==> config.mk <==
export PLATFORM = sky130hd
export DESIGN_NAME = adc_mode_control_select
export DESIGN_NICKNAME = d
export VERILOG_FILES = /design/src/rtl/adc_mode_pkg.sv /design/src/rtl/cfg_write_if.sv /design/src/rtl/three_wire_rx.sv /design/src/rtl/align_pattern_gen.sv /design/src/rtl/adc_mode_control_select.sv
export VERILOG_INCLUDE_DIRS = /design/src /design/src/rtl
export SDC_FILE = /design/constraint.sdc
export NUM_CORES = 1
export LEC_CHECK = 0
export BUFFER_PORTS_ARGS = -buffer_cell sky130_fd_sc_hd__buf_2
export CAP_MARGIN = 5
export CORE_AREA = 5 5 114 116
export CTS_CLUSTER_DIAMETER = 200
export DETAILED_ROUTE_END_ITERATION = 8
export DIE_AREA = 0 0 119 121
export GPL_ROUTABILITY_DRIVEN = 0
export GPL_TIMING_DRIVEN = 0
export PLACE_DENSITY_LB_ADDON = 0.25
export SYNTH_ARGS = -nofsm -noshare
export SYNTH_HDL_FRONTEND = slang
export SYNTH_HIERARCHICAL = 1
export SYNTH_SLANG_ARGS = --single-unit
==> constraint.sdc <==
create_clock -name CORE_CLK_I -period 2.3 [get_ports CORE_CLK_I]
set_clock_uncertainty 0.2 [all_clocks]
set_input_delay 0.46 -clock CORE_CLK_I [delete_from_list [all_inputs] [get_ports CORE_CLK_I]]
set_output_delay 0.46 -clock CORE_CLK_I [all_outputs]
set_load 0.05 [all_outputs]
==> src/rtl/adc_mode_regs.svh <==
// register offsets, field positions, reset values and counts of the mode-control block
// What this block does
// RQ1 - serial interface active while the enable pin is low; inactive by default
// RQ2 - while active, command pins are ignored and settings come from registers
// RQ3 - while inactive, writes are blocked and registers sit at defaults
// RQ4 - serial data shifts in on each rising edge of the serial clock
// RQ5 - serial bits are taken only while load enable is low
// RQ6 - active-low clear returns all serial registers to defaults
// RQ7 - active-low sync reset is resynchronised to the sampling clock before use
// RQ8 - ratio select high gives 1:2 on ports A and B; low gives 1:1 on A
// RQ9 - in 1:2 both ports update at the same instant
// RQ10 - state bit D0 selects ratio, 0 is 1:1, 1 is 1:2, default 1
// RQ11 - test pin low outputs the 16-word alignment pattern; high gives normal data
// RQ12 - test register 0101 kind: 00 all low, 01 all high, 10 unused, 11 alignment
// RQ13 - in serial mode test output only when active and state bit D2 is 0
// RQ14 - static low and high patterns only through registers; pin gives alignment only
// RQ15 - active-low delay tune enable from pin or register; pin path is fine only
// RQ16 - two-bit coarse delay, registers only, codes select 0, 30, 60, 90 ps
// RQ17 - eight-bit fine delay field spans codes 0 to 255
// RQ18 - ten-bit gain and offset trim fields, codes 0 to 1023
// RQ19 - register-only sync behaviour bit: 1 trigger mode, 0 synchronisation mode
// RQ20 - register-only edge bit: 1 falling edge, 0 rising edge of sync
// RQ21 - register-only rate bit in 1:1: 1 half speed, 0 full speed
// RQ22 - frame is 4 address bits then 12 data bits, both MSB first
// RQ23 - controller keeps load enable high when not writing
// RQ24 - trigger mode in 1:2 passes sync pulse through pipeline to both parity outputs
// RQ25 - when inactive, ratio, test enable and delay enable come straight from pins
`ifndef ADC_MODE_REGS_SVH
`define ADC_MODE_REGS_SVH

`define ADDR_GAIN    4'h1
`define ADDR_OFFSET  4'h2
`define ADDR_DELAY   4'h3
`define ADDR_STATE   4'h4
`define ADDR_TEST    4'h5

`define GAIN_RST     10'h200
`define OFFSET_RST   10'h200
`define FINE_RST     8'h00
`define COARSE_RST   2'h2
`define TEST_RST     2'h3
`define STATE_RST    12'h027

`define ST_RATIO     0
`define ST_DLY_N     1
`define ST_TEST_N    2
`define ST_TRIG      3
`define ST_EDGE      4
`define ST_HSR       5

`define FINE_MSB     7
`define COARSE_LSB   8
`define COARSE_MSB   9
`define TRIM_MSB     9

`define FRAME_LAST   5'h0F
`define TRIG_PIPE    4

`endif

==> src/rtl/adc_mode_pkg.sv <==
// types shared by the mode-control block
package adc_mode_pkg;
  typedef enum logic [1:0] {
    PAT_ALL_LOW  = 2'h0,
    PAT_ALL_HIGH = 2'h1,
    PAT_UNUSED   = 2'h2,
    PAT_ALIGN    = 2'h3
  } pattern_kind_e;

  typedef enum logic [1:0] {
    RX_IDLE,
    RX_SHIFT,
    RX_WAIT
  } rx_state_e;
endpackage

==> src/rtl/cfg_write_if.sv <==
// register write strobe carried from the serial receiver to the register bank
interface cfg_write_if;
  logic        stb;
  logic [3:0]  addr;
  logic [11:0] data;
  modport source (output stb, output addr, output data);
  modport sink   (input stb, input addr, input data);
endinterface

==> src/rtl/three_wire_rx.sv <==
// serial frame receiver: samples the write port pins and emits one write per frame
`include "adc_mode_regs.svh"
module three_wire_rx (
  // clock and control
  input  wire logic        clk_i,
  input  wire logic        rst_i,
  input  wire logic        ce_i,
  input  wire logic        clear_i,
  // write port pins, asynchronous
  input  wire logic        ser_clk_i,
  input  wire logic        ser_load_n_i,
  input  wire logic        ser_data_i,
  // decoded write
  cfg_write_if.source      wr
);
  logic [2:0]              sclk_q;
  logic [1:0]              load_q;
  logic [1:0]              data_q;
  logic [15:0]             shift_r;
  logic [4:0]              cnt_r;
  adc_mode_pkg::rx_state_e state_r;
  logic                    rise;
  logic                    stb_r;

  always_ff @(posedge clk_i) begin
    if (rst_i) begin
      sclk_q <= 3'h0;
      load_q <= 2'h3;
      data_q <= 2'h0;
    end else if (ce_i) begin
      sclk_q <= {sclk_q[1:0], ser_clk_i};
      load_q <= {load_q[0], ser_load_n_i};
      data_q <= {data_q[0], ser_data_i};
    end
  end

  assign rise = sclk_q[1] & ~sclk_q[2]; // RQ4

  // load high ends a frame at once, without waiting for a serial clock edge that may never come,
  // so a cut frame is dropped, never half written or merged with the next one
  always_ff @(posedge clk_i) begin
    if (rst_i || (ce_i && clear_i)) begin
      state_r <= adc_mode_pkg::RX_IDLE;
      cnt_r   <= 5'h0;
      shift_r <= 16'h0;
    end else if (ce_i && load_q[1]) begin
      state_r <= adc_mode_pkg::RX_IDLE; // RQ5
    end else if (ce_i && rise) begin
      case (state_r)
        adc_mode_pkg::RX_IDLE: begin
          shift_r <= {shift_r[14:0], data_q[1]}; // RQ22
          cnt_r   <= 5'h1;
          state_r <= adc_mode_pkg::RX_SHIFT;
        end
        adc_mode_pkg::RX_SHIFT: begin
          shift_r <= {shift_r[14:0], data_q[1]};
          cnt_r   <= cnt_r + 5'h1;
          if (cnt_r == `FRAME_LAST) begin
            state_r <= adc_mode_pkg::RX_WAIT;
          end
        end
        adc_mode_pkg::RX_WAIT: begin
          state_r <= adc_mode_pkg::RX_WAIT;
        end
        default: state_r <= adc_mode_pkg::RX_IDLE;
      endcase
    end
  end

  always_ff @(posedge clk_i) begin
    if (rst_i || (ce_i && clear_i)) begin
      stb_r <= 1'b0;
    end else if (ce_i) begin
      stb_r <= rise && !load_q[1] && (state_r == adc_mode_pkg::RX_SHIFT) && (cnt_r == `FRAME_LAST);
    end
  end

  assign wr.stb  = stb_r;
  assign wr.addr = shift_r[15:12];
  assign wr.data = shift_r[11:0];
endmodule

==> src/rtl/align_pattern_gen.sv <==
// sixteen-word alignment pattern, starting with four all-zero words
module align_pattern_gen (
  input  wire logic        clk_i,
  input  wire logic        rst_i,
  input  wire logic        ce_i,
  input  wire logic        step_i,
  input  wire logic        restart_i,
  output logic [11:0]      word_o,
  output logic             parity_o
);
  logic [3:0] cnt_r;

  always_ff @(posedge clk_i) begin
    if (rst_i || (ce_i && restart_i)) begin
      cnt_r <= 4'h0;
    end else if (ce_i && step_i) begin
      cnt_r <= cnt_r + 4'h1; // RQ11
    end
  end

  // slow bits toggle at rate/4 and rate/8, low nibble carries the fast transitions
  assign word_o   = {{4{cnt_r[3]}}, {4{cnt_r[2]}}, {4{cnt_r[3] & cnt_r[0]}}};
  assign parity_o = cnt_r[3];
endmodule

==> src/rtl/adc_mode_control_select.sv <==
// mode-control register bank, pin/register selection and output word formatting
`include "adc_mode_regs.svh"
module adc_mode_control_select (
  // clock, reset, enable
  input  wire logic        CORE_CLK_I,
  input  wire logic        RESET_I,
  input  wire logic        CLK_EN_I,
  // three-wire write port
  input  wire logic        IF_ENABLE_N_I,
  input  wire logic        SER_CLK_I,
  input  wire logic        SER_LOAD_N_I,
  input  wire logic        SER_DATA_I,
  input  wire logic        SER_CLEAR_N_I,
  // hardware command pins
  input  wire logic        DEMUX_RATIO_SELECT_I,
  input  wire logic        PATTERN_TEST_ENABLE_LOW_I,
  input  wire logic        DELAY_TUNE_ENABLE_LOW_I,
  input  wire logic        SYNC_N_I,
  // conversion words, same clock domain
  input  wire logic        WORD_STB_I,
  input  wire logic [11:0] CONV_A_I,
  input  wire logic [11:0] CONV_B_I,
  // output ports
  output logic [11:0]      PORT_A_O,
  output logic [11:0]      PORT_B_O,
  output logic             PARITY_OUT_PORT_A_O,
  output logic             PARITY_OUT_PORT_B_O,
  output logic             WORD_VALID_O,
  output logic             SYNC_RESET_O,
  // effective settings
  output logic             DEMUX_1TO2_O,
  output logic             HALF_SPEED_O,
  output logic             TRIM_FROM_REG_O,
  output logic [9:0]       GAIN_TRIM_O,
  output logic [9:0]       OFFSET_TRIM_O,
  output logic             FINE_TUNE_EN_O,
  output logic             COARSE_TUNE_EN_O,
  output logic [7:0]       FINE_DELAY_O,
  output logic [1:0]       COARSE_DELAY_O
);
  cfg_write_if wr ();

  logic [1:0]  mode_q;
  logic [1:0]  clr_q;
  logic [1:0]  ratio_q;
  logic [1:0]  tm_q;
  logic [1:0]  dly_q;
  logic [2:0]  sync_q;
  logic        if_active;
  logic        clear;
  logic        hold_default;

  logic [9:0]  gain_trim_r;
  logic [9:0]  offset_trim_r;
  logic [7:0]  fine_r;
  logic [1:0]  coarse_r;
  logic [1:0]  test_kind_r;
  logic [11:0] state_r;

  logic        ratio_eff;
  logic        test_en;
  logic        dly_en;
  adc_mode_pkg::pattern_kind_e kind_eff;
  logic        sync_evt;
  logic        trig_mode;
  logic [`TRIG_PIPE-1:0] trig_pipe_r;
  logic        half_phase_r;
  logic        upd;
  logic [11:0] pat_word;
  logic        pat_par;
  logic [11:0] word_a;
  logic [11:0] word_b;
  logic        par_a;
  logic        par_b;

  // every asynchronous pin passes two flops before use
  always_ff @(posedge CORE_CLK_I) begin
    if (RESET_I) begin
      mode_q  <= 2'h3;
      clr_q   <= 2'h3;
      ratio_q <= 2'h3;
      tm_q    <= 2'h3;
      dly_q   <= 2'h3;
      sync_q  <= 3'h7;
    end else if (CLK_EN_I) begin
      mode_q  <= {mode_q[0], IF_ENABLE_N_I};
      clr_q   <= {clr_q[0], SER_CLEAR_N_I};
      ratio_q <= {ratio_q[0], DEMUX_RATIO_SELECT_I};
      tm_q    <= {tm_q[0], PATTERN_TEST_ENABLE_LOW_I};
      dly_q   <= {dly_q[0], DELAY_TUNE_ENABLE_LOW_I};
      sync_q  <= {sync_q[1:0], SYNC_N_I}; // RQ7
    end
  end

  assign if_active    = ~mode_q[1]; // RQ1
  assign clear        = ~clr_q[1];
  assign hold_default = clear || !if_active;

  three_wire_rx u_rx (
    .clk_i        (CORE_CLK_I),
    .rst_i        (RESET_I),
    .ce_i         (CLK_EN_I),
    .clear_i      (clear),
    .ser_clk_i    (SER_CLK_I),
    .ser_load_n_i (SER_LOAD_N_I),
    .ser_data_i   (SER_DATA_I),
    .wr           (wr)
  );

  // clear is sampled on the core clock, so it works with the serial clock stopped
  always_ff @(posedge CORE_CLK_I) begin
    if (RESET_I || (CLK_EN_I && hold_default)) begin // RQ3 RQ6
      gain_trim_r   <= `GAIN_RST;
      offset_trim_r <= `OFFSET_RST;
      fine_r        <= `FINE_RST;
      coarse_r      <= `COARSE_RST;
      test_kind_r   <= `TEST_RST;
      state_r       <= `STATE_RST;
    end else if (CLK_EN_I && wr.stb) begin
      case (wr.addr)
        `ADDR_GAIN:   gain_trim_r   <= wr.data[`TRIM_MSB:0]; // RQ18
        `ADDR_OFFSET: offset_trim_r <= wr.data[`TRIM_MSB:0]; // RQ18
        `ADDR_DELAY: begin
          fine_r   <= wr.data[`FINE_MSB:0]; // RQ17
          coarse_r <= wr.data[`COARSE_MSB:`COARSE_LSB]; // RQ16
        end
        `ADDR_STATE:  state_r       <= wr.data; // RQ10
        `ADDR_TEST:   test_kind_r   <= wr.data[1:0]; // RQ12
        default:      state_r       <= state_r;
      endcase
    end
  end

  // selection between register bank and command pins
  assign ratio_eff = if_active ? state_r[`ST_RATIO] : ratio_q[1]; // RQ2 RQ25 RQ10
  assign test_en   = if_active ? ~state_r[`ST_TEST_N] : ~tm_q[1]; // RQ13 RQ25 RQ11
  assign dly_en    = if_active ? ~state_r[`ST_DLY_N] : ~dly_q[1]; // RQ15 RQ25
  assign kind_eff  = if_active ? adc_mode_pkg::pattern_kind_e'(test_kind_r)
                               : adc_mode_pkg::PAT_ALIGN; // RQ14
  assign trig_mode = state_r[`ST_TRIG]; // RQ19

  // edge select picks the assertion or the release of the active-low sync
  assign sync_evt = state_r[`ST_EDGE] ? (sync_q[2] & ~sync_q[1])
                                      : (~sync_q[2] & sync_q[1]); // RQ20

  // half speed in 1:1 takes every other word; in 1:2 every word passes
  assign upd = WORD_STB_I && (ratio_eff || !state_r[`ST_HSR] || half_phase_r); // RQ21

  always_ff @(posedge CORE_CLK_I) begin
    if (RESET_I) begin
      half_phase_r <= 1'b0;
    end else if (CLK_EN_I && WORD_STB_I) begin
      half_phase_r <= ~half_phase_r;
    end
  end

  align_pattern_gen u_pat (
    .clk_i     (CORE_CLK_I),
    .rst_i     (RESET_I),
    .ce_i      (CLK_EN_I),
    .step_i    (upd),
    .restart_i (sync_evt && !trig_mode),
    .word_o    (pat_word),
    .parity_o  (pat_par)
  );

  // trigger pulse travels through a fixed delay, standing in for the data pipeline
  always_ff @(posedge CORE_CLK_I) begin
    if (RESET_I) begin
      trig_pipe_r <= '0;
    end else if (CLK_EN_I) begin
      trig_pipe_r <= {trig_pipe_r[`TRIG_PIPE-2:0], sync_evt && trig_mode}; // RQ24
    end
  end

  always_comb begin
    word_a = CONV_A_I;
    word_b = CONV_B_I;
    par_a  = ^CONV_A_I;
    par_b  = ^CONV_B_I;
    if (test_en) begin // RQ11 RQ13
      case (kind_eff)
        adc_mode_pkg::PAT_ALL_HIGH: begin
          word_a = 12'hFFF;
          par_a  = 1'b1;
        end
        adc_mode_pkg::PAT_ALIGN: begin
          word_a = pat_word;
          par_a  = pat_par;
        end
        default: begin
          word_a = 12'h000;
          par_a  = 1'b0;
        end
      endcase
      word_b = word_a;
      par_b  = par_a;
    end
    if (trig_mode && ratio_eff) begin
      par_a = trig_pipe_r[`TRIG_PIPE-1]; // RQ24
      par_b = trig_pipe_r[`TRIG_PIPE-1];
    end
    if (!ratio_eff) begin
      word_b = 12'h000; // RQ8
      par_b  = 1'b0;
    end
  end

  // both ports load from one enable so they always change together
  always_ff @(posedge CORE_CLK_I) begin
    if (RESET_I) begin
      PORT_A_O            <= 12'h000;
      PORT_B_O            <= 12'h000;
      PARITY_OUT_PORT_A_O <= 1'b0;
      PARITY_OUT_PORT_B_O <= 1'b0;
      WORD_VALID_O        <= 1'b0;
    end else if (CLK_EN_I) begin
      WORD_VALID_O <= upd;
      if (upd) begin // RQ8 RQ9
        PORT_A_O <= word_a;
        PORT_B_O <= word_b;
      end
      if (upd || (trig_mode && ratio_eff)) begin
        PARITY_OUT_PORT_A_O <= par_a;
        PARITY_OUT_PORT_B_O <= par_b;
      end
    end
  end

  always_ff @(posedge CORE_CLK_I) begin
    if (RESET_I) begin
      SYNC_RESET_O     <= 1'b0;
      DEMUX_1TO2_O     <= 1'b1;
      HALF_SPEED_O     <= 1'b1;
      TRIM_FROM_REG_O  <= 1'b0;
      GAIN_TRIM_O      <= `GAIN_RST;
      OFFSET_TRIM_O    <= `OFFSET_RST;
      FINE_TUNE_EN_O   <= 1'b0;
      COARSE_TUNE_EN_O <= 1'b0;
      FINE_DELAY_O     <= `FINE_RST;
      COARSE_DELAY_O   <= `COARSE_RST;
    end else if (CLK_EN_I) begin
      SYNC_RESET_O     <= sync_evt && !trig_mode; // RQ19
      DEMUX_1TO2_O     <= ratio_eff;
      HALF_SPEED_O     <= !ratio_eff && state_r[`ST_HSR]; // RQ21
      TRIM_FROM_REG_O  <= if_active;
      GAIN_TRIM_O      <= gain_trim_r;
      OFFSET_TRIM_O    <= offset_trim_r;
      FINE_TUNE_EN_O   <= dly_en; // RQ15
      COARSE_TUNE_EN_O <= if_active && dly_en; // RQ15 RQ16
      FINE_DELAY_O     <= fine_r;
      COARSE_DELAY_O   <= coarse_r;
    end
  end

  AST_INACTIVE_DEFAULT: assert property (@(posedge CORE_CLK_I) disable iff (RESET_I) // RQ3
    (CLK_EN_I && !if_active) |=> (gain_trim_r == `GAIN_RST) && (state_r == `STATE_RST) && (test_kind_r == `TEST_RST))
    else $error("registers not at default while interface inactive");

  AST_CLEAR_DEFAULT: assert property (@(posedge CORE_CLK_I) disable iff (RESET_I) // RQ6
    (CLK_EN_I && clear) |=> (offset_trim_r == `OFFSET_RST) && (coarse_r == `COARSE_RST) && (fine_r == `FINE_RST))
    else $error("clear did not restore defaults");

  AST_GAIN_WRITE: assert property (@(posedge CORE_CLK_I) disable iff (RESET_I) // RQ18
    (CLK_EN_I && wr.stb && !hold_default && wr.addr == `ADDR_GAIN) |=> gain_trim_r == $past(wr.data[9:0]))
    else $error("gain write not stored");

  AST_PINS_IGNORED: assert property (@(posedge CORE_CLK_I) disable iff (RESET_I) // RQ2
    (CLK_EN_I && if_active && $stable(if_active)) |=> DEMUX_1TO2_O == $past(state_r[`ST_RATIO]))
    else $error("ratio did not follow register while active");

  AST_RATIO_FROM_PIN: assert property (@(posedge CORE_CLK_I) disable iff (RESET_I) // RQ25
    (CLK_EN_I && !if_active) |=> DEMUX_1TO2_O == $past(ratio_q[1]))
    else $error("ratio did not follow pin while inactive");

  AST_PORT_B_QUIET: assert property (@(posedge CORE_CLK_I) disable iff (RESET_I) // RQ8
    (CLK_EN_I && upd && !ratio_eff) |=> (PORT_B_O == 12'h000) && WORD_VALID_O)
    else $error("port B active in 1:1");

  AST_PORTS_TOGETHER: assert property (@(posedge CORE_CLK_I) disable iff (RESET_I) // RQ9
    (CLK_EN_I && upd && ratio_eff && test_en) |=> PORT_A_O == PORT_B_O)
    else $error("ports differ in 1:2 test output");

  AST_PIN_ALIGN_ONLY: assert property (@(posedge CORE_CLK_I) disable iff (RESET_I) // RQ14
    (CLK_EN_I && upd && !if_active && !tm_q[1]) |=> PORT_A_O == $past(pat_word))
    else $error("pin test mode gave a static pattern");

  AST_TRIGGER_PARITY: assert property (@(posedge CORE_CLK_I) disable iff (RESET_I) // RQ24
    (CLK_EN_I && trig_mode && ratio_eff && trig_pipe_r[`TRIG_PIPE-1]) |=> PARITY_OUT_PORT_A_O && PARITY_OUT_PORT_B_O)
    else $error("trigger pulse missing on parity outputs");

  // output-side checks of the pin path, the pattern selection, the sync outputs, the half-speed flag and port B parity
  AST_COARSE_REG_ONLY: assert property (@(posedge CORE_CLK_I) disable iff (RESET_I) // RQ16
    (CLK_EN_I && !if_active)
    |=> !COARSE_TUNE_EN_O)
    else $error("coarse tune enabled from the pin path");

  AST_FINE_FROM_PIN: assert property (@(posedge CORE_CLK_I) disable iff (RESET_I) // RQ15
    (CLK_EN_I && !if_active)
    |=> FINE_TUNE_EN_O == !$past(dly_q[1]))
    else $error("fine tune enable did not follow pin");

  AST_HALF_ONLY_1TO1: assert property (@(posedge CORE_CLK_I) disable iff (RESET_I) // RQ21
    (CLK_EN_I && ratio_eff)
    |=> !HALF_SPEED_O)
    else $error("half speed flagged in 1:2");

  AST_NO_RESET_IN_TRIGGER: assert property (@(posedge CORE_CLK_I) disable iff (RESET_I) // RQ19
    (CLK_EN_I && trig_mode)
    |=> !SYNC_RESET_O)
    else $error("sync reset pulse in trigger mode");

  AST_SYNC_RESET_PULSE: assert property (@(posedge CORE_CLK_I) disable iff (RESET_I) // RQ19 RQ7
    (CLK_EN_I && sync_evt && !trig_mode)
    |=> SYNC_RESET_O)
    else $error("sync event gave no reset pulse");

  AST_STATIC_HIGH: assert property (@(posedge CORE_CLK_I) disable iff (RESET_I) // RQ12
    (CLK_EN_I && upd && test_en && kind_eff == adc_mode_pkg::PAT_ALL_HIGH)
    |=> PORT_A_O == 12'hFFF)
    else $error("all-high pattern not on port A");

  AST_STATIC_LOW: assert property (@(posedge CORE_CLK_I) disable iff (RESET_I) // RQ12
    (CLK_EN_I && upd && test_en && kind_eff == adc_mode_pkg::PAT_ALL_LOW)
    |=> PORT_A_O == 12'h000)
    else $error("all-low pattern not on port A");

  AST_PIN_NORMAL_DATA: assert property (@(posedge CORE_CLK_I) disable iff (RESET_I) // RQ11
    (CLK_EN_I && upd && !if_active && tm_q[1])
    |=> PORT_A_O == $past(CONV_A_I))
    else $error("conversion word lost with test pin high");

  AST_REG_NORMAL_DATA: assert property (@(posedge CORE_CLK_I) disable iff (RESET_I) // RQ13
    (CLK_EN_I && upd && if_active && state_r[`ST_TEST_N])
    |=> PORT_A_O == $past(CONV_A_I))
    else $error("conversion word lost with test bit high");

  AST_INACTIVE_DELAY: assert property (@(posedge CORE_CLK_I) disable iff (RESET_I) // RQ3
    (CLK_EN_I && $past(CLK_EN_I) && !if_active && !$past(if_active))
    |=> COARSE_DELAY_O == `COARSE_RST)
    else $error("coarse delay not at default while interface inactive");

  AST_PORT_B_PARITY_QUIET: assert property (@(posedge CORE_CLK_I) disable iff (RESET_I) // RQ8
    (CLK_EN_I && upd && !ratio_eff)
    |=> !PARITY_OUT_PORT_B_O)
    else $error("port B parity active in 1:1");
endmodule

# --- Word level (Yosys, flattened, before mapping) ---
# Cells that the tools add are included.
totals:
  reg_bits: 154
  input_bits: 37
  out_inout_bits: 63
  elab_cells: 127
op_classes:
  n_addsub: 2
  n_eq_ne: 11
  mux: 18
  n_bitwise: 15
  n_reduce_logical: 44
ops:
  columns: ["op", "n"]
  rows:
  - ["$mux W12", 3]
  - ["$pmux W12 S2", 1]
  - ["$reduce_xor A12 Y1", 2]
  - ["$logic_and A1 B1 Y1", 17]
  - ["$reduce_and A2 Y1", 8]
  - ["$not A1 Y1", 11]
  - ["$pmux W5 S2", 1]
  - ["$mux W1", 9]
  - ["$eq A4 B2 Y1 const B", 2]
  - ["$eq A4 B3 Y1 const B", 2]
  - ["$logic_or A1 B1 Y1", 7]
  - ["$pmux W2 S3", 1]
  - ["$reduce_and A3 Y1", 2]
  - ["$add A5 B1 Y5 const B", 1]
  - ["$eq A5 B4 Y1 const B", 1]
  - ["$add A4 B1 Y4 const B", 1]
  - ["$and A1 B1 Y1", 4]
  - ["$eq A2 B1 Y1 const B", 2]
  - ["$eq A2 B2 Y1 const B", 2]
  - ["$eq A4 B1 Y1 const B", 1]
  - ["$logic_not A1 Y1", 4]
  - ["$mux W2", 2]
  - ["$reduce_or A2 Y1", 2]
  - ["$logic_not A2 Y1", 1]
  - ["other kinds (3)", 3]

# --- Depth between registers and ports, before layout ---
# Gate-level depths: netlist (run 1).
logic_depth:
  word_depth: 6
  mapped_depth: 7
  depth_no_buf: 6

# --- By module ---
# The synthesis (run 1) kept the hierarchy.
by_module_without_submodules:
  columns: ["module", "instances", "cells_per_inst", "area_each_um2", "seq_area_each_um2"]
  rows:
  - ["adc_mode_control_select", 1, 512, 4804.6, 2382.3]
  - ["three_wire_rx", 1, 153, 1350.0, 620.6]
  - ["align_pattern_gen", 1, 34, 284.0, 80.1]

# --- Worst setup path before layout (run 1) ---
# OpenSTA, ideal clock, no wires.
synth_path:
  kind: "input port to flip-flop"
  from: "input port CLK_EN_I"
  to: "register coarse_r[1]"
  setup_ns: 0.138
  arrival_ns: 1.634
  required_ns: 1.962
  slack_ns: 0.327
  path_stages: 7
  n_path_buf: 2
  cell_sequence: "buf_4 -> nand2_1 -> or4b_1 -> or2_1 -> buf_6 -> mux2i_1 -> nand2_1"
synth_between:
  elab_chain_cells: 2
  word_cells_on_any_way: 4
  cone_classes: "reduce/logical: 4"
synth_lines:
  columns: ["element", "line", "rtl"]
  rows:
  - ["start, declared", "adc_mode_control_select.sv:7", "input wire logic CLK_EN_I,"]
  - ["$logic_and A1 B1 Y1 (on tied branches)", "adc_mode_control_select.sv:119, adc_mode_control_select.sv:112", null]
  - ["$reduce_and A2 Y1 (no source line) or $logic_or A1 B1 Y1 (tied branches)", null, null]
  - ["end signal, assigned", "adc_mode_control_select.sv:116", "coarse_r <= `COARSE_RST;"]
  - ["end signal, assigned", "adc_mode_control_select.sv:125", "coarse_r <= wr.data[`COARSE_MSB:`COARSE_LSB];"]
  - ["end, declared", "adc_mode_control_select.sv:56", "logic [1:0] coarse_r;"]
# Several ways; a longest one is shown, not always the timed one.
# A chain may end at the register's enable or synchronous reset.

# --- Worst setup path in the final report (run 1) ---
layout_path:
  from: "register mode_q[1]"
  to: "register PORT_A_O[4]"
layout_between:
  elab_chain_cells: 5
  word_cells_on_any_way: 11
  cone_classes: "eq/ne: 2; mux: 5; reduce/logical: 4"
layout_lines:
  columns: ["element", "line", "rtl"]
  rows:
  - ["start, declared", "adc_mode_control_select.sv:43", "logic [1:0] mode_q;"]
  - ["start signal, assigned", "adc_mode_control_select.sv:86", "mode_q <= {mode_q[0], IF_ENABLE_N_I};"]
  - ["branches (longest 5 deep; another with $pmux W12 S2)", null, null]
  - ["end signal, assigned", "adc_mode_control_select.sv:220", "PORT_A_O <= word_a;"]
  - ["end, declared", "adc_mode_control_select.sv:24", "output logic [11:0] PORT_A_O,"]
# Parallel ways; which one is timed is not known.

==> results of run 1 <==
metrics by stage:
| stage | total power [W] | util | setup slack, ns |
|---|---|---|---|
| finish | 0.006319 | 0.6563 | 0.1754 |
| global route | 0.006516 | 0.6563 | 0.03337 |
| CTS | 0.006344 | 0.6559 | 0.1171 |
| detailed placement | 0.003406 | 0.6026 | -0.1624 |
| global placement | 0.003391 | 0.6026 | -0.09428 |
| floorplan | 0.003240 | - | 0.3273 |
cell type report:
cell class / count / area [um2] / share of cell area
sequential: 154 / 3083 / 0.3977
multi-input combinational: 477 / 3015 / 0.3890
timing repair buffer: 99 / 495.5 / 0.06392
clock buffer: 21 / 460.4 / 0.05940
buffer: 56 / 299.0 / 0.03858
tap: 147 / 183.9 / 0.02373
clock inverter: 11 / 168.9 / 0.02179
inverter: 12 / 45.04 / 0.005811
worst min path at each step:
stage | start | cells after the start | endpoint
floorplan | u_rx/shift_r[10] | 2 | u_rx/shift_r[11]
global placement | u_rx/shift_r[10] | 2 | u_rx/shift_r[11]
detailed placement | u_rx/shift_r[11] | 2 | u_rx/shift_r[12]
CTS | SER_LOAD_N_I | 2 | u_rx/load_q[0]
global route | SER_LOAD_N_I | 2 | u_rx/load_q[0]
finish | SER_LOAD_N_I | 2 | u_rx/load_q[0]
kinds of logic (layout without fill, tap and decap cells):
kind of cell,after synthesis,count (layout),synth area share
AOI/OAI and AO/OA,131,131,0.1230
and+or+nand+nor,227,227,0.1572
buffers and inverters,68,199,0.05344
adders and majority gates,5,5,0.009716
DFF,154,154,0.4788
muxes,93,93,0.1450
xor gates and xnor gates,21,21,0.03284
critical path, cell delays in order, from the launching register on:
cell and delay [ns]:
dfxtp_1 0.39, mux2i_1 0.20, a21oi_1 0.52, buf_2 0.34
nor2_1 0.08, a311oi_1 0.29
layout by cell type, fill, tap and decap left out, types with 3 or more instances in the layout:
cell | Yosys | final
o21ai_0 | 25 | 25
nand3_1 | 24 | 24
nand2_1 | 63 | 63
o22ai_1 | 13 | 13
clkinv_4 | 0 | 3
a311oi_1 | 14 | 14
xnor2_1 | 16 | 16
bufinv_16 | 0 | 4
a21oi_1 | 59 | 58
a211o_1 | 3 | 3
nand3b_1 | 4 | 4
and2_1 | 3 | 3
nor2b_1 | 6 | 6
buf_4 | 12 | 12
nand2b_1 | 6 | 6
buf_2 | 17 | 116
a31oi_1 | 3 | 3
inv_1 | 11 | 11
xor2_1 | 3 | 3
nor2_1 | 102 | 102
clkbuf_16 | 0 | 17
and3_1 | 3 | 3
clkbuf_1 | 21 | 23
clkinv_2 | 0 | 3
buf_1 | 3 | 3
mux2i_1 | 91 | 91
buf_6 | 3 | 3
ha_1 | 5 | 5
dfxtp_1 | 154 | 154
a211oi_1 | 3 | 3
layer usage:
layer / wire, um / vias up / share of wire
met1: 6599 / 2539 / 0.42
met5: 0 / - / 0
met2: 7765 / 177 / 0.49
met4: 365 / 0 / 0.023
li1: - / 2658 / -
met3: 956 / 29 / 0.061
where the power goes:
part	internal (W)	switching, W	leakage [nW]
combinational	0.000209	0.000379	2.00
sequential	0.00273	0.0000390	1.25
clock	0.00187	0.00109	0.307
state kept, by name (all words and copies together) (netlist names), 5 cells and up:
register	flops
u_rx/shift_r	16
PORT_A_O	12
PORT_B_O	12
GAIN_TRIM_O	10
OFFSET_TRIM_O	10
gain_trim_r	10
offset_trim_r	10
FINE_DELAY_O	8
fine_r	8
state_r	6
u_rx/cnt_r	5
==> metrics.yaml, run 1 <==
outcome: "completed"
dpl.cell_count: 945
synth_most_common_cell: "dfxtp_1"
ir_worst_vdd_uv: 360.6
cts_setup_buffers: 0
cts.sink_count: 154
die_h_um: 121
final.setup.tns_ns: 0
crit_type: "flip-flop to flip-flop"
min_period_over_period: 0.9237
whs_ns: 0.04749
io_pins: 100
synth_ff_type: "dfxtp_1"
drc: 0
dr_total_vias: 5403
power_leakage_nw: 3.554
cts_hold_buf: 0
grt.met1_usage: 0.2625
grt_pass1_vias: 5334
routed_via_density: 5.530
use_met3: 0.04895
reg2reg_depth: 5
ys_ff_latch: 154
setup_viol: 0
async_reset_ff_frac: 0
syn-num-nets: 741
synth_commonest_cells: "dfxtp_1, nor2_1, mux2i_1"
fin_nets: 859
fin_cells: 977
synth_top_area_share: 0.4788
first_pass_iters: 5
fp.dieW_um: 119
htreeDepth: 4
critPathMaxFanout: 10
wire_per_inst_um: 16.06
netlist_area_um2: 6439
reg2reg_to: "PORT_A_O[4]"
grt_first_pass_wirelength_um: 25840
drive_above_1_share: 0.2048
clk_latency_ns: 0.42
grt_setup_unrepaired: "no"
area_growth_syn_to_layout_pct: 20.38
synth.distinct_cells: 52
drtIter0Drc: 397
start_util: 0.5451
cts_tree: "yes"
detail-route-antenna-nets: 0
root_buffer: "clkbuf_16"
grt_util_met2: 0.3840
cts_made_buffers: 17
max_freq_mhz: 470.7
critPathLaunch: "mode_q[1]"
period_minus_slack_ns: 2.125
antenna_found_initial: 0
grt_overflow: 0
grt_max_degree: 17
worst_pin_slew_ns: 0.7381
cp-end-kind: "flip-flop"
required_ns: 2.42
yosys-top-cells-area: "dfxtp_1, mux2i_1, nor2_1"
timing.reg2reg.setup_slack_ns: 0.18
hold_viol: 0
numPortBuffers: 99
maxCapViolations: 0
wirelength_um: 15690
placed_cell_area_um2: 7118
die-area_um2: 14400
core_um2: 11810
postSynthCellCount: 699
synth_area_per_cell_um2: 9.211
dp_hpwl_um: 11380
rows: 40
timing.slew.headroom: 0.5079
cts.repair.resized: 0
slew_violations: 0
hp-class: "input pin to flip-flop"
grt_usage: 0.2214
top_usage_layer: "met2"
arrival_ns: 2.24
synth_edf_count: 0
reg2reg_from: "mode_q[1]"
stdcell_area_um2: 7751
ys_seq_area_frac: 0.4788
ys_warn_count: 6
p_per_area_nw_per_um2: 815.2
n_fill_cell: 975
startpoint_type: "flip-flop"
path_clk_slew_ns: 0.06
n_antenna_cell: 0
yosys.area.top_type: "dfxtp_1"
clockBufferDepth: 2
critPathCapture: "PORT_A_O[4]"
No activity file was read; power rests on OpenSTA's default activity.
==> inputs of run 2 (changes only) <==
BUFFER_PORTS_ARGS = not set   (was -buffer_cell sky130_fd_sc_hd__buf_2)
CORE_AREA = 5 5 111 113   (was 5 5 114 116)
CTS_BUF_LIST = sky130_fd_sc_hd__clkbuf_8   (was not set)
DIE_AREA = 0 0 116 118   (was 0 0 119 121)
DONT_BUFFER_PORTS = 1   (was not set)
SLEW_MARGIN = 30   (was not set)
==> run 2 against run 1 <==
Net effect:
- non-clock buffer count shrank 76
- highest routed layer unchanged
- count of clock-buffer cells in the layout shrank 4
- via count shrank 3.8%
- largest power group is now registers
==> metrics.yaml, run 2 (synthesis results as in run 1) <==
outcome: "completed"
p_seq_frac: 0.537
p_int_w: 0.003986
n_fill_cell: 913
final_common_cell: "dfxtp_1"
dp_slack_ns: 0.1059
power.switching_w: 0.001404
die_h_um: 118
cts_tree: "yes"
power_leakage_nw: 3.076
numPortBuffers: 0
reg.largest.list: "u_rx/shift_r x16, PORT_A_O x12, PORT_B_O x12"
root_buffer: "clkbuf_8"
grt_overflow: 0
cp-end-kind: "flip-flop"
drive_above_1_share: 0.09429
stdcell_area_um2: 7258
wire_per_inst_um: 17.57
n_antenna_cell: 0
max_freq_mhz: 462.6
grt_pass1_vias: 5102
regMostFlops: "u_rx/shift_r"
clk_latency_ns: 0.45
crit_type: "flip-flop to flip-flop"
critPathMaxFanout: 10
drc: 0
ir_worst_vdd_uv: 408.3
period_minus_slack_ns: 2.162
p_sw_frac: 0.2605
cts_setup_buffers: 0
reg2reg_depth: 5
required_ns: 2.47
grt_setup_unrepaired: "no"
whs_ns: 0.04511
timing.slew.headroom: 0.4689
largest_register_ffs: 16
htreeDepth: 4
die-area_um2: 13690
antenna_found_initial: 0
dp_hpwl_um: 11470
routed_via_density: 5.802
grt.met1_usage: 0.2740
area_growth_syn_to_layout_pct: 12.73
cts.sink_count: 154
grt_max_degree: 17
drtIter0Drc: 419
grt_first_pass_wirelength_um: 25490
core_um2: 11220
maxCapViolations: 0
hp-class: "input pin to flip-flop"
final.setup.tns_ns: 0
layout_setup_ws_ns: 0.1384
dr_total_vias: 5199
utilization: 0.6467
grt_usage: 0.2328
min_period_over_period: 0.9398
setup_viol: 0
clockBufferDepth: 2
slew_violations: 0
holdPathStages: 2
first_pass_iters: 8
start_util: 0.5737
arrival_ns: 2.33
worst_pin_slew_ns: 0.7967
startpoint_type: "flip-flop"
layout_common_cells: "dfxtp_1, nor2_1, mux2i_1"
detail-route-antenna-nets: 0
cts_made_buffers: 17
use_met3: 0.06272
hold_viol: 0
fp.dieW_um: 116
pwr-share-comb: 0.076
top_usage_layer: "met2"
io_pins: 100
wirelength_um: 15750
grt_util_met2: 0.3986
path_clk_slew_ns: 0.08
rows: 39
p_per_area_nw_per_um2: 742.7
fin_nets: 783
power_frac_clock: 0.387
placed_cell_area_um2: 6618
run 2: cell count changes in the layout (fill, tap and decap cells not counted):
cell | previous run | this run
dlygate4sd3_1 | 0 | 23
inv_1 | 11 | 12
clkbuf_16 | 17 | 0
bufinv_16 | 4 | 3
clkinv_2 | 3 | 2
buf_2 | 116 | 17
clkinvlp_4 | 1 | 3
inv_8 | 0 | 1
clkinv_4 | 3 | 2
clkbuf_1 | 23 | 21
inv_6 | 0 | 2
clkbuf_8 | 2 | 17
run 2: final timing paths:
| path | from | to | slack (ns) |
|---|---|---|---|
| max reg2reg | mode_q[1] | PARITY_OUT_PORT_A_O | 0.14 |
| min | RESET_I | sync_q[2] | 0.05 |
| min reg2reg | u_rx/shift_r[11] | u_rx/shift_r[12] | 0.27 |
| max | mode_q[1] | PARITY_OUT_PORT_A_O | 0.14 |
run 2: metal layers:
layer	wire, um	up-vias
li1	-	2495
met1	6355	2497
met2	7846	179
met3	1233	28
met4	310	0
met5	0	-
run 2: metrics by stage:
step,cells,power [W]
after CTS,896,0.005429
after floorplan,699,0.003240
after global placement,842,0.003310
after global routing,896,0.005596
final,896,0.005390
after detailed placement,842,0.003326
run 2: power by group through the flow:
stage	sequential [W]	combinational, W	clock [W]
floorplan	0.00294	0.000300	0
global placement	0.00295	0.000356	0
detailed placement	0.00296	0.000369	0
CTS	0.00289	0.000404	0.00213
global route	0.00290	0.000448	0.00225
finish	0.00289	0.000410	0.00209
run 2: area by class of cell:
cell class / count / area [um2] / area share
Clock buffer: 17 / 234.0 / 0.03224
Inverter: 12 / 45.04 / 0.006206
Clock inverter: 14 / 172.7 / 0.02379
Sequential cell: 154 / 3083 / 0.4248
Buffer: 56 / 299.0 / 0.04120
Tap cell: 143 / 178.9 / 0.02465
Multi-Input combinational cell: 477 / 3015 / 0.4154
Timing Repair Buffer: 23 / 230.2 / 0.03172
run 2: what timing repair did:
| action | 4_1_cts | 5_1_grt |
|---|---|---|
| setup endpoints to repair | 0 | 2 |
| gates resized for setup | 0 | 1 |
| hold endpoints to repair | 25 | 0 |
| hold buffers | 23 | 0 |
run 2: worst max-delay path, cell delays in order, from the launching register on:
cell and delay [ns]:
dfxtp_1 0.35, buf_2 0.19, nor2b_1 0.19, a2111oi_0 0.71, o21ai_0 0.28, o22ai_1 0.18
==> inputs of run 3 (changes only) <==
CORE_AREA = 5 5 109 111   (was 5 5 111 113)
DIE_AREA = 0 0 114 116   (was 0 0 116 118)
SLEW_MARGIN = 0   (was 30)
SYNTH_HIERARCHICAL = not set   (was 1)
==> run 3 against run 2 <==
Net effect:
- via count down 11%
- synthesized cell count down 6.3%
- design area down 5.5%
- highest routed layer unchanged
- count of clock-buffer cells in the layout unchanged
- critical endpoint is now u_rx.cnt_r[0]
- maximum frequency up 13%
- combinational power down 7.1%
- critical path depth up 3
- worst hold slack worse by 0.014 ns
- core utilization down 0.55 points
- total power down 6.1%
==> metrics.yaml, run 3 <==
ir_worst_vdd_uv: 446.0
required_ns: 2.42
cp_common_cell: "nor2_1"
layout_common_cells: "dfxtp_1, mux2i_1, nand2_1, nor2_1, a21oi_1"
slew_violations: 0
dp_hpwl_um: 10090
htreeDepth: 4
synth_top_area_share: 0.4994
cts_hold_buf: 16
first_pass_iters: 5
cp_cell_sequence: "inv_1, ha_1, clkbuf_1, o21ai_0, buf_2, nor2_1, a21oi_1, nor2_1"
n_antenna_cell: 0
max_freq_mhz: 523.6
ys_seq_area_frac: 0.4994
hold_viol: 0
final.setup.tns_ns: 0
ys_ff_latch: 154
cts.repair.resized: 0
setup_viol: 0
worst_pin_slew_ns: 0.6056
power_leakage_nw: 2.758
synth_ff_type: "dfxtp_1"
drc: 0
wirelength_um: 14010
die_h_um: 116
cp-end-kind: "flip-flop"
min_period_over_period: 0.8303
cp_slowest_stage_delay_ns: 0.33
power_w: 0.005063
clockBufferDepth: 2
critPathMaxFanout: 10
routed_via_density: 5.498
detail-route-antenna-nets: 0
final_common_cell: "dfxtp_1"
period_minus_slack_ns: 1.910
cts_made_buffers: 17
synth_commonest_cells: "dfxtp_1, mux2i_1, nand2_1, nor2_1, a21oi_1"
path_clk_slew_ns: 0.09
io_pins: 100
largest_register_ffs: 16
holdPathStages: 2
drive_above_1_share: 0.09815
p_per_area_nw_per_um2: 738.1
synth_most_common_cell: "dfxtp_1"
netlist_area_um2: 6173
yosys-top-cells-area: "dfxtp_1, mux2i_1, nand2_1"
grt_first_pass_wirelength_um: 23000
grt_pass1_vias: 4726
rows: 38
wire_per_inst_um: 16.62
numPortBuffers: 0
reg.largest.list: "u_rx.shift_r x16, PORT_A_O x12, PORT_B_O x12"
grt_overflow: 0
fin_nets: 732
hp-class: "input pin to flip-flop"
ys_warn_count: 0
fp.dieW_um: 114
reg2reg_depth: 8
grt_usage: 0.2186
antenna_found_initial: 0
async_reset_ff_frac: 0
maxCapViolations: 0
dr_total_vias: 4635
synth_area_per_cell_um2: 9.425
startpoint_type: "flip-flop"
regMostFlops: "u_rx.shift_r"
cts_tree: "yes"
postSynthCellCount: 655
synth_edf_count: 0
grt_max_degree: 17
arrival_ns: 2.03
synth.distinct_cells: 45
die-area_um2: 13220
drtIter0Drc: 197
grt_setup_unrepaired: "no"
timing.slew.headroom: 0.5963
start_util: 0.5771
cts.sink_count: 154
clk_latency_ns: 0.45
core_um2: 10700
syn-num-nets: 697
cts_setup_buffers: 0
yosys.area.top_type: "dfxtp_1"
slowest_stage: "dfxtp_1"
root_buffer: "clkbuf_8"
crit_type: "flip-flop to flip-flop"
outcome: "completed"
area_growth_syn_to_layout_pct: 11.11
==> run 3: cell types whose count changed after synthesis, sizes merged, moves of 10 or more <==
cell,change
a311oi,-14
and2,+10
buf,-13
nand2,+26
nand3,-18
nor2,-13
o22ai,-13
==> run 3: metal layers <==
layer,global-route usage,vias up,part of all wire
li1,-,2286,-
met4,0.08551,0,0.020
met1,0.2459,2183,0.40
met3,0.07624,28,0.075
met2,0.3813,138,0.50
met5,0,-,0
==> run 3: report_power, final <==
group	leakage, nW	internal [W]	switching, W	total, W
Combinational	1.35	0.000172	0.000209	0.000381
Clock	0.162	0.000758	0.00104	0.00180
Sequential	1.25	0.00272	0.000162	0.00288
==> run 3: path summary, 6_finish.rpt <==
kind | to | startpoint | slack (ns)
setup / recovery | u_rx.cnt_r[0] | u_rx.state_r[1] | 0.39
hold / removal | PORT_A_O[3] | CONV_A_I[3] | 0.03
setup reg to reg | u_rx.cnt_r[0] | u_rx.state_r[1] | 0.39
hold reg to reg | u_rx.shift_r[0] | u_rx.data_q[1] | 0.26
==> run 3: cell type report <==
class                   instances  area, um2
fillers                       928       3839
inverters                       7      26.28
flip-flops and latches        154       3083
well taps                     140      175.2
plain buffers                  38      195.2
clock inverters                15      116.4
clock buffers                  17      234.0
repair buffers                 16      160.2
multi-input cells             456       2869
==> run 3: worst max-delay path, delay by kind of cell (launching register included) <==
family	cells	cell delay, ns
AO/OA/AOI/OAI	2	0.42
adder cells (fa/ha/maj)	1	0.18
buffers and inverters	3	0.54
flip-flops	1	0.33
AND/OR/NAND/NOR	2	0.11
==> run 3: cells by family after synthesis <==
kind of cell | share of synthesized area
AO/OA/AOI/OAI | 0.09688
XOR/XNOR | 0.03770
adder cells (fa/ha/maj) | 0.01013
buffers and inverters | 0.03587
flip-flops | 0.4994
multiplexers | 0.1573
AND/OR/NAND/NOR | 0.1627
==> run 3: metrics by stage <==
step / hold WS [ns] / cells / worst slack, ns / utilization / area [um2]
2_1_floorplan: 0.2310 / 655 / 0.5683 / - / 6173
3_3_place_gp: 0.2360 / 795 / 0.008104 / 0.5935 / 6349
3_5_place_dp: 0.2462 / 795 / 0.02199 / 0.5935 / 6349
4_1_cts: 0.003483 / 843 / 0.4036 / 0.6412 / 6859
5_1_grt: 0.02938 / 843 / 0.1542 / 0.6412 / 6859
6_report: 0.03138 / 843 / 0.3902 / 0.6412 / 6859
